--- src/ctl_regs_pkg.sv ---
// Purpose: constants and carrier types for the controller parameter and status registers
// Assumes: one 16-bit holding-register word per address, 10 MHz system clock
// Notes:   control value figures are in tenths of a percent
//
// Summary of operation
// valve open time held, 30..6000 tenths second
// valve close time held, same range
// minimum valve work time held, 1..999
// control output clamped between lower/upper limits
// aux input error drives valve close/open/hold
// failure or stop selects off/fixed/mean output
// mean updated each minute below deviation limit
// failure mean value capped at upper limit
// maximum tracking deviation held, 0..99999; the 16-bit register holds 0..65535
// on-off failure output 0% or 100% by 50%
// status bits 0-1 main decimal point, sensor 1
// status bits 2-3 additional input decimal point
// bit 4 tuning failed, bit 8 tuning active
// bit 5 soft start active
// bit 6 timer countdown finished
// bit 7 manual mode flag
// bits 9-10 active gain set number
// bits 13/14 main/additional input out of range
// bit 15 summary of any controller error
// alarm word bits 0-2 alarms one to three
// bit 4 heater burn-out, bit 5 output short
// bit 6 digital input, bits 8-10 outputs
// per-cause error register readable separately
// no digital input fitted reads zero
// reserved status bits read zero, writes ignored
package ctl_regs_pkg;

   localparam int unsigned CLK_HZ          = 10_000_000;
   localparam int unsigned MEAN_PERIOD_S   = 60;
   localparam int unsigned MEAN_CYCLES     = CLK_HZ * MEAN_PERIOD_S;

   localparam logic [15:0] ADDR_STATUS     = 16'h0fa3;
   localparam logic [15:0] ADDR_ALARM      = 16'h0fa4;
   localparam logic [15:0] ADDR_ERROR      = 16'h0fa5;
   localparam logic [15:0] ADDR_OPEN_T     = 16'h1014;
   localparam logic [15:0] ADDR_CLOSE_T    = 16'h1015;
   localparam logic [15:0] ADDR_MIN_WORK   = 16'h1016;
   localparam logic [15:0] ADDR_Y_LO       = 16'h1017;
   localparam logic [15:0] ADDR_Y_HI       = 16'h1018;
   localparam logic [15:0] ADDR_AUX_VALVE  = 16'h1019;
   localparam logic [15:0] ADDR_FAIL_SEL   = 16'h101a;
   localparam logic [15:0] ADDR_MEAN_HI    = 16'h101b;
   localparam logic [15:0] ADDR_MAX_DEV    = 16'h101c;

   localparam logic [15:0] TRAVEL_MIN      = 16'h001e;  // 30
   localparam logic [15:0] TRAVEL_MAX      = 16'h1770;  // 6000
   localparam logic [15:0] WORK_MIN        = 16'h0001;  // 1
   localparam logic [15:0] WORK_MAX        = 16'h03e7;  // 999
   localparam logic [15:0] PCT_MAX         = 16'h03e8;  // 1000 = 100.0 %
   localparam logic [15:0] PCT_HALF        = 16'h01f4;  // 500 = 50.0 %
   localparam logic [15:0] SEL_MAX         = 16'h0002;

   localparam logic [15:0] RST_OPEN_T      = 16'h0258;  // 60.0 s
   localparam logic [15:0] RST_CLOSE_T     = 16'h0258;
   localparam logic [15:0] RST_MIN_WORK    = 16'h0001;
   localparam logic [15:0] RST_Y_LO        = 16'h0000;
   localparam logic [15:0] RST_Y_HI        = 16'h03e8;
   localparam logic [15:0] RST_AUX_VALVE   = 16'h0002;
   localparam logic [15:0] RST_FAIL_SEL    = 16'h0000;
   localparam logic [15:0] RST_MEAN_HI     = 16'h03e8;
   localparam logic [15:0] RST_MAX_DEV     = 16'h0064;

   localparam logic [1:0]  SENSOR_DP       = 2'h1;
   localparam logic [15:0] ERROR_MASK      = 16'h800f;  // bits 0-3 and 15 defined

   localparam logic [7:0]  EXC_NONE        = 8'h00;
   localparam logic [7:0]  EXC_BAD_ADDR    = 8'h02;
   localparam logic [7:0]  EXC_BAD_VALUE   = 8'h03;

   typedef enum logic [1:0] {
      VALVE_CLOSE,
      VALVE_OPEN,
      VALVE_HOLD
   } valve_cmd_t;

   typedef enum logic [1:0] {
      FAIL_OFF,
      FAIL_FIXED,
      FAIL_MEAN
   } fail_sel_t;

   typedef struct packed {
      logic       sensor_input;
      logic [1:0] main_dp;
      logic [1:0] aux_dp;
      logic       tune_failed;
      logic       soft_start;
      logic       timer_done;
      logic       manual;
      logic       tune_active;
      logic [1:0] gain_set;
      logic       main_range_err;
      logic       aux_range_err;
   } ctl_status_t;

   typedef struct packed {
      logic [2:0] alarm;
      logic       heater_burnout;
      logic       output_short;
      logic [2:0] dig_out;
   } alarm_io_t;

endpackage : ctl_regs_pkg

--- src/controller_status_param_regs.sv ---
// Purpose: holding-register bank for valve timing, output limits, failure output and status
// Assumes: frame decoding lives upstream; one word access per strobe
// Notes:   a refused write leaves the register unchanged and answers with an exception code
module controller_status_param_regs
   import ctl_regs_pkg::*;
#(
   parameter int unsigned MEAN_TICK_CYCLES = MEAN_CYCLES,
   parameter bit          HAS_DIG_INPUT    = 1'b1
) (
   input  wire logic             sys_clk,          // 10 MHz system clock
   input  wire logic             rst_n,            // asynchronous reset, active low
   input  wire logic             reg_wr,           // one-cycle write strobe
   input  wire logic             reg_rd,           // one-cycle read strobe
   input  wire logic [15:0]      reg_addr,         // holding-register address
   input  wire logic [15:0]      reg_wdata,        // write word
   output logic      [15:0]      reg_rdata,        // read word
   output logic                  reg_done,         // answer pulse
   output logic      [7:0]       reg_exc,          // exception code, zero when accepted
   input  wire ctl_status_t      status_in,        // controller state flags
   input  wire alarm_io_t        alarm_in,         // alarm and output states
   input  wire logic [15:0]      error_causes,     // per-cause controller error flags
   input  wire logic             dig_in_pin,       // digital input 1 pin, high when closed
   input  wire logic [15:0]      y_demand,         // control signal from the algorithm
   input  wire logic             onoff_mode,       // on-off control selected
   input  wire logic             sensor_fail,      // main sensor failure
   input  wire logic             program_stop,     // program control stopped
   input  wire logic [15:0]      fail_fixed_value, // fixed failure output value
   input  wire logic [16:0]      deviation_abs,    // magnitude of system deviation
   input  wire logic             aux_error,        // auxiliary input error
   input  wire valve_cmd_t       valve_demand,     // valve command from the algorithm
   output logic      [15:0]      y_out,            // final control signal
   output valve_cmd_t            valve_cmd,        // final valve command
   output logic      [15:0]      mean_value,       // tracked mean control value
   output logic      [15:0]      valve_open_time,  // open travel time
   output logic      [15:0]      valve_close_time, // close travel time
   output logic      [15:0]      min_valve_work_time // minimum valve pulse
);

   function automatic logic in_range(input logic [15:0] v, input logic [15:0] lo,
                                     input logic [15:0] hi);
      in_range = (v >= lo) && (v <= hi);
   endfunction : in_range

   function automatic logic [15:0] clamp(input logic [15:0] v, input logic [15:0] lo,
                                         input logic [15:0] hi);
      logic [15:0] t;
      t = (v < lo) ? lo : v;
      clamp = (t > hi) ? hi : t;
   endfunction : clamp

   // reset release
   logic rst_meta_q;
   logic rst_sync_n;
   always_ff @(posedge sys_clk or negedge rst_n) begin
      if (!rst_n) begin
         rst_meta_q <= 1'b0;
         rst_sync_n <= 1'b0;
      end else begin
         rst_meta_q <= 1'b1;
         rst_sync_n <= rst_meta_q;
      end
   end

   // digital input pin synchroniser
   logic dig_meta_q;
   logic dig_sync_q;
   always_ff @(posedge sys_clk or negedge rst_sync_n) begin
      if (!rst_sync_n) begin
         dig_meta_q <= 1'b0;
         dig_sync_q <= 1'b0;
      end else begin
         dig_meta_q <= dig_in_pin;
         dig_sync_q <= dig_meta_q;
      end
   end

   // parameter registers
   logic [15:0] open_t_q;
   logic [15:0] close_t_q;
   logic [15:0] min_work_q;
   logic [15:0] y_lo_q;
   logic [15:0] y_hi_q;
   logic [1:0]  aux_valve_q;
   logic [1:0]  fail_sel_q;
   logic [15:0] mean_hi_q;
   logic [15:0] max_dev_q;

   wire hit_status   = (reg_addr == ADDR_STATUS);
   wire hit_alarm    = (reg_addr == ADDR_ALARM);
   wire hit_error    = (reg_addr == ADDR_ERROR);
   wire hit_open     = (reg_addr == ADDR_OPEN_T);
   wire hit_close    = (reg_addr == ADDR_CLOSE_T);
   wire hit_work     = (reg_addr == ADDR_MIN_WORK);
   wire hit_lo       = (reg_addr == ADDR_Y_LO);
   wire hit_hi       = (reg_addr == ADDR_Y_HI);
   wire hit_aux      = (reg_addr == ADDR_AUX_VALVE);
   wire hit_fsel     = (reg_addr == ADDR_FAIL_SEL);
   wire hit_mhi      = (reg_addr == ADDR_MEAN_HI);
   wire hit_dev      = (reg_addr == ADDR_MAX_DEV);
   wire hit_ro       = hit_status | hit_alarm | hit_error;
   wire hit_rw       = hit_open | hit_close | hit_work | hit_lo | hit_hi | hit_aux
                       | hit_fsel | hit_mhi | hit_dev;

   wire travel_ok    = in_range(reg_wdata, TRAVEL_MIN, TRAVEL_MAX);
   wire work_ok      = in_range(reg_wdata, WORK_MIN, WORK_MAX);
   wire pct_ok       = in_range(reg_wdata, 16'h0000, PCT_MAX);
   wire sel_ok       = in_range(reg_wdata, 16'h0000, SEL_MAX);
   wire value_ok     = ((hit_open | hit_close) & travel_ok) | (hit_work & work_ok)
                       | ((hit_lo | hit_hi | hit_mhi) & pct_ok)
                       | ((hit_aux | hit_fsel) & sel_ok) | hit_dev;
   wire wr_ok        = reg_wr & hit_rw & value_ok;

   always_ff @(posedge sys_clk or negedge rst_sync_n) begin
      if (!rst_sync_n) begin
         open_t_q    <= RST_OPEN_T;
         close_t_q   <= RST_CLOSE_T;
         min_work_q  <= RST_MIN_WORK;
         y_lo_q      <= RST_Y_LO;
         y_hi_q      <= RST_Y_HI;
         aux_valve_q <= RST_AUX_VALVE[1:0];
         fail_sel_q  <= RST_FAIL_SEL[1:0];
         mean_hi_q   <= RST_MEAN_HI;
         max_dev_q   <= RST_MAX_DEV;
      end else if (wr_ok) begin
         if (hit_open)  open_t_q    <= reg_wdata;
         if (hit_close) close_t_q   <= reg_wdata;
         if (hit_work)  min_work_q  <= reg_wdata;
         if (hit_lo)    y_lo_q      <= reg_wdata;
         if (hit_hi)    y_hi_q      <= reg_wdata;
         if (hit_aux)   aux_valve_q <= reg_wdata[1:0];
         if (hit_fsel)  fail_sel_q  <= reg_wdata[1:0];
         if (hit_mhi)   mean_hi_q   <= reg_wdata;
         if (hit_dev)   max_dev_q   <= reg_wdata;
      end
   end

   // status words
   wire [15:0] err_word    = error_causes & ERROR_MASK;
   wire [1:0]  main_dp     = status_in.sensor_input ? SENSOR_DP : status_in.main_dp;
   wire [15:0] status_word = {
      |err_word,
      status_in.aux_range_err,
      status_in.main_range_err,
      2'b00,
      status_in.gain_set,
      status_in.tune_active,
      status_in.manual,
      status_in.timer_done,
      status_in.soft_start,
      status_in.tune_failed,
      status_in.aux_dp,
      main_dp
   };
   wire        dig_state   = HAS_DIG_INPUT & dig_sync_q;
   wire [15:0] alarm_word  = {
      5'b00000,
      alarm_in.dig_out,
      1'b0,
      dig_state,
      alarm_in.output_short,
      alarm_in.heater_burnout,
      1'b0,
      alarm_in.alarm
   };

   wire [15:0] rd_mux =
      hit_status ? status_word :
      hit_alarm  ? alarm_word  :
      hit_error  ? err_word    :
      hit_open   ? open_t_q    :
      hit_close  ? close_t_q   :
      hit_work   ? min_work_q  :
      hit_lo     ? y_lo_q      :
      hit_hi     ? y_hi_q      :
      hit_aux    ? {14'h0000, aux_valve_q} :
      hit_fsel   ? {14'h0000, fail_sel_q}  :
      hit_mhi    ? mean_hi_q   :
      hit_dev    ? max_dev_q   : 16'h0000;

   // writes to read-only words change nothing and report a bad address
   wire [7:0] exc_d =
      reg_wr ? (!hit_rw ? EXC_BAD_ADDR : (!value_ok ? EXC_BAD_VALUE : EXC_NONE)) :
      ((hit_ro | hit_rw) ? EXC_NONE : EXC_BAD_ADDR);

   logic        done_q;
   logic [15:0] rdata_q;
   logic [7:0]  exc_q;
   always_ff @(posedge sys_clk or negedge rst_sync_n) begin
      if (!rst_sync_n) begin
         done_q  <= 1'b0;
         rdata_q <= 16'h0000;
         exc_q   <= EXC_NONE;
      end else begin
         done_q <= reg_wr | reg_rd;
         if (reg_wr | reg_rd) begin
            rdata_q <= reg_wr ? 16'h0000 : rd_mux;
            exc_q   <= exc_d;
         end
      end
   end

   // minute tick for mean tracking
   logic [31:0] tick_cnt_q;
   wire         minute_tick = (tick_cnt_q == 32'(MEAN_TICK_CYCLES - 1));
   always_ff @(posedge sys_clk or negedge rst_sync_n) begin
      if (!rst_sync_n) begin
         tick_cnt_q <= 32'h0000_0000;
      end else begin
         tick_cnt_q <= minute_tick ? 32'h0000_0000 : tick_cnt_q + 32'h0000_0001;
      end
   end

   // mean control value: halfway step toward the present output each minute with no failure or stop and deviation below the limit
   wire         fail_mode = sensor_fail | program_stop;
   logic [15:0] mean_q;
   wire  [16:0] mean_sum = {1'b0, mean_q} + {1'b0, y_out};
   wire         track_ok = deviation_abs < {1'b0, max_dev_q};
   always_ff @(posedge sys_clk or negedge rst_sync_n) begin
      if (!rst_sync_n) begin
         mean_q <= 16'h0000;
      end else if (minute_tick && track_ok && !fail_mode) begin
         mean_q <= mean_sum[16:1];
      end
   end

   // output path
   wire [15:0] mean_capped = (mean_q > mean_hi_q) ? mean_hi_q : mean_q;
   wire [15:0] fixed_fail = onoff_mode
                            ? ((fail_fixed_value <= PCT_HALF) ? 16'h0000 : PCT_MAX)
                            : fail_fixed_value;
   wire [15:0] fail_value =
      (fail_sel_q == 2'(FAIL_FIXED)) ? fixed_fail  :
      (fail_sel_q == 2'(FAIL_MEAN))  ? mean_capped : 16'h0000;
   wire [15:0] y_d = fail_mode ? fail_value : clamp(y_demand, y_lo_q, y_hi_q);
   wire valve_cmd_t valve_d = aux_error ? valve_cmd_t'(aux_valve_q) : valve_demand;

   logic [15:0] y_q;
   valve_cmd_t  valve_q;
   always_ff @(posedge sys_clk or negedge rst_sync_n) begin
      if (!rst_sync_n) begin
         y_q     <= 16'h0000;
         valve_q <= VALVE_HOLD;
      end else begin
         y_q     <= y_d;
         valve_q <= valve_d;
      end
   end

   assign reg_done            = done_q;
   assign reg_rdata           = rdata_q;
   assign reg_exc             = exc_q;
   assign y_out               = y_q;
   assign valve_cmd           = valve_q;
   assign mean_value          = mean_q;
   assign valve_open_time     = open_t_q;
   assign valve_close_time    = close_t_q;
   assign min_valve_work_time = min_work_q;

endmodule : controller_status_param_regs

--- config.mk ---
export PLATFORM = sky130hd
export DESIGN_NAME = controller_status_param_regs
export DESIGN_NICKNAME = d
export VERILOG_FILES = /design/src/ctl_regs_pkg.sv /design/src/controller_status_param_regs.sv
export SDC_FILE = /design/constraint.sdc
export NUM_CORES = 1
export LEC_CHECK = 0
export BUFFER_PORTS_ARGS = -buffer_cell sky130_fd_sc_hd__clkbuf_2
export CORE_MARGIN = 3
export CORE_UTILIZATION = 51
export DETAILED_ROUTE_END_ITERATION = 12
export HOLD_SLACK_MARGIN = 0.12
export PLACE_DENSITY_LB_ADDON = 0.2
export SLEW_MARGIN = 20
export SYNTH_ARGS = -nofsm -noshare
export SYNTH_HDL_FRONTEND = slang
export SYNTH_SLANG_ARGS = --single-unit
--- constraint.sdc ---
create_clock -name sys_clk -period 13.25 [get_ports sys_clk]
set_clock_uncertainty 0.2 [all_clocks]
set_input_delay 1.325 -clock sys_clk [delete_from_list [all_inputs] [get_ports sys_clk]]
set_output_delay 1.325 -clock sys_clk [all_outputs]
set_load 0.005 [all_outputs]
==> flow_metrics.env <==
export IMPL_status="finished, final reports clean"
export IMPL_syn_inst=1211
export IMPL_power_leakage_nw=7.080
export IMPL_yosys_warnings=0
export IMPL_die_x_microns=161.4
export IMPL_cp_max_fo=12
export IMPL_cts_inserted_buffers=24
export IMPL_routedWlPerCell_microns=21.60
export IMPL_setup_viol=0
export IMPL_synth_cell_types=73
export IMPL_grt_pass1_wl_mm=58.27
export IMPL_finalSetupTns_ps=0
export IMPL_cts_hold_buf=0
export IMPL_grt_usage_pct=28.25
export IMPL_period_share_pct=43.20
export IMPL_synth_area_sq_um=12310
export IMPL_rsz0062_at_grt="false"
export IMPL_std_cell_rows=56
export IMPL_cp_num_buf_inv=2
export IMPL_final_nets=1617
export IMPL_crit_path_top_delay_cell="o31ai_2"
export IMPL_die_h_microns=161.4
export IMPL_async_flop_share_pct=100.0
export IMPL_first_pass_iters=5
export IMPL_n_antenna_cell=0
export IMPL_cts_buffer_depth=3
export IMPL_via_per_inst=6.055
export IMPL_cts_setup_buffers=0
export IMPL_detail_route_antenna_nets=0
export IMPL_coreArea_sq_um=23610
export IMPL_fin_ws_ps=7526
export IMPL_fillers=2067
export IMPL_antenna_found_initial=2
export IMPL_hold_viol_final=0
export IMPL_ir_drop_mv=0.08079
export IMPL_crit_chain="clkbuf_2 > ha_1 > a2111oi_0 > o31ai_1 > a21o_1 > a21oi_1 > mux2_2 > ha_1 > or4_1 > a21oi_1 > a21oi_1 > o31ai_2 > buf_4 > mux2_2 > a221o_1"
export IMPL_grt_max_degree=82
export IMPL_routed_wl_mm=37.70
export IMPL_yosysSeqAreaShare_pct=41.94
export IMPL_place_ws_ps=6943
export IMPL_die_area_sq_um=26030
export IMPL_ys_ff_latch=205
export IMPL_cp_arrival_ps=5920
export IMPL_area_growth_pct=17.63
export IMPL_num_vias=10570
export IMPL_drive_above_1_share_pct=29.94
export IMPL_h_tree_depth=1
export IMPL_crit_type="input pin to flop"
export IMPL_ctsResizeCount=0
export IMPL_syn_area_per_cell_sq_um=10.16
export IMPL_dp_hpwl_mm=28.12
export IMPL_crit_family="compound AO/OA/AOI/OAI gates"
export IMPL_slowest_delay_ps=540
export IMPL_max_slew_margin_pct=28.72
export IMPL_finalMaxSlewViolations=0
export IMPL_multi_input_area_sq_um=6595
export IMPL_cpMostUsedCell="a21oi_1"
export IMPL_start_util_pct=52.12
export IMPL_overflow=0
export IMPL_ioPinCount=237
export IMPL_r2r_slack_ps=7920
export IMPL_synthFlopType="dfrtp_1"
export IMPL_finalCriticalPeriod_ps=5724
export IMPL_fmax_ghz=0.1747
export IMPL_cts_tree="built"
export IMPL_worstSetupEndpointType="flop"
export IMPL_clk_latency_ps=530
export IMPL_port_buffers=219
export IMPL_power_density_nw_per_um2=99.86
export IMPL_cap_viol_max_count=0
export IMPL_gp_congestion=0.9372
export IMPL_tightest_slew_ps=1060
export IMPL_clock_sinks=205
export IMPL_ff_latch_area_sq_um=5166
export IMPL_cts_root_buf="clkbuf_16"
export IMPL_worst_ep_required_time_ps=13440
export IMPL_grt_pass1_vias=10340
export IMPL_drt_iter0_markers=942
export IMPL_synth_edf_count=0
export IMPL_path_clk_slew_ps=60
export IMPL_drc=0
export IMPL_timing_critical_path_from_type="input pin"
export IMPL_worstHoldPathType="flop to flop"
==> path summary, 6_finish.rpt <==
check                            start             to  cells after the start
max                        y_demand[1]       y_out[2]                     15
min                         dig_meta_q      dig_state                      0
max reg2reg                  y_lo_q[1]       y_out[2]                     15
min reg2reg                 dig_meta_q      dig_state                      0
max in group asynchronous   rst_sync_n     y_lo_q[10]                      1
min in group asynchronous   rst_sync_n  tick_cnt_q[0]                      0
==> routing by layer <==
layer / GRT usage (%) / up-vias / part of all wire, %
met4: 8.487 / 2 / 3.0
li1: - / 4867 / -
met1: 39.71 / 5165 / 42
met3: 5.873 / 85 / 9.1
met5: 0 / - / 0.034
met2: 44.32 / 447 / 46
==> final cells by class <==
cell class              count  share of cell area (%)
clock buffers              39                   5.168
clock inverters             5                  0.7519
inverters                  76                   1.970
multi-input cells         872                   45.55
flip-flops and latches    205                   35.68
well taps                 319                   2.757
repair buffers            229                   8.115
==> per-stage QoR <==
stage | hold WS [ps] | instance area, sq um | power (mW) | utilization, % | instances
4_1_cts | 153.2 | 14470 | 1.454 | 61.30 | 1745
6_report | 150.3 | 14480 | 1.446 | 61.31 | 1745
3_3_place_gp | 133.3 | 13620 | 0.7386 | 57.67 | 1701
2_1_floorplan | 131.2 | 12330 | 0.6951 | - | 1216
5_1_grt | 159.1 | 14480 | 1.495 | 61.31 | 1745
3_5_place_dp | 140.2 | 13620 | 0.7399 | 57.67 | 1701
==> report_power, final <==
group	internal, mW	leakage [nW]	switching [mW]
logic	0.0336	4.01	0.0573
clock network	0.444	0.415	0.272
registers	0.631	2.66	0.00744
total	1.11	7.08	0.337
==> layout by cell type, fill, tap and decap left out, types with 27 or more instances in the layout <==
cell type  instances
clkbuf_2         219
dfrtp_1          178
mux2_2           105
nand2_1           92
ha_1              78
inv_1             76
nor2_1            65
o21ai_0           53
a21oi_1           44
mux2i_1           30
nor3_1            27
==> state kept, by name, indices dropped and copies added, names as in the netlist, 16 cells and up <==
name / cells
tick_cnt_q: 32
max_dev_q: 16
mean_hi_q: 16
mean_value: 16
min_valve_work_time: 16
reg_rdata: 16
valve_close_time: 16
valve_open_time: 16
y_hi_q: 16
y_lo_q: 16
y_out: 16
==> synth_stat cells (4+ instances only) <==
cell type | count | area share (%)
a21o_1 | 14 | 0.85
nand3_1 | 21 | 0.85
inv_1 | 76 | 2.3
a32oi_1 | 8 | 0.57
dfstp_2 | 26 | 5.6
buf_4 | 6 | 0.37
o21a_1 | 16 | 0.98
mux2_4 | 7 | 0.85
a22oi_1 | 12 | 0.73
nor3_1 | 27 | 1.1
o22ai_1 | 11 | 0.56
a222oi_1 | 5 | 0.41
o31ai_1 | 10 | 0.61
a221o_1 | 13 | 1.1
a21oi_1 | 44 | 1.8
buf_2 | 8 | 0.33
o211ai_1 | 5 | 0.31
dfrtp_1 | 179 | 36
xnor2_1 | 17 | 1.2
nand4_1 | 21 | 1.1
nand2_1 | 92 | 2.8
o221ai_1 | 10 | 0.71
and3_1 | 13 | 0.66
clkbuf_1 | 44 | 1.3
nor2_1 | 65 | 2.0
nor4_1 | 16 | 0.81
a211oi_1 | 6 | 0.37
or4_1 | 11 | 0.67
mux2i_1 | 30 | 2.4
or2_2 | 4 | 0.20
xor2_1 | 19 | 1.4
a31oi_1 | 21 | 1.1
nor2b_1 | 9 | 0.46
ha_1 | 78 | 7.9
a221oi_1 | 14 | 1.0
mux2_2 | 105 | 9.6
or3_1 | 9 | 0.46
o21ai_0 | 54 | 2.2
and2_1 | 19 | 0.97
nand2b_1 | 5 | 0.25
==> cells by family (layout without fill, tap and decap cells) <==
kind of cell,Yosys count,in the layout,synth area share [%]
compound gates,273,273,15.35
xor+xnor,36,36,2.562
fa+ha+maj,79,79,8.092
buf+inv,139,349,4.717
flops,205,205,41.94
mux,142,142,12.90
other cells,2,7,0.06102
simple gates,335,335,14.37
No activity file was read; power rests on OpenSTA's default activity.
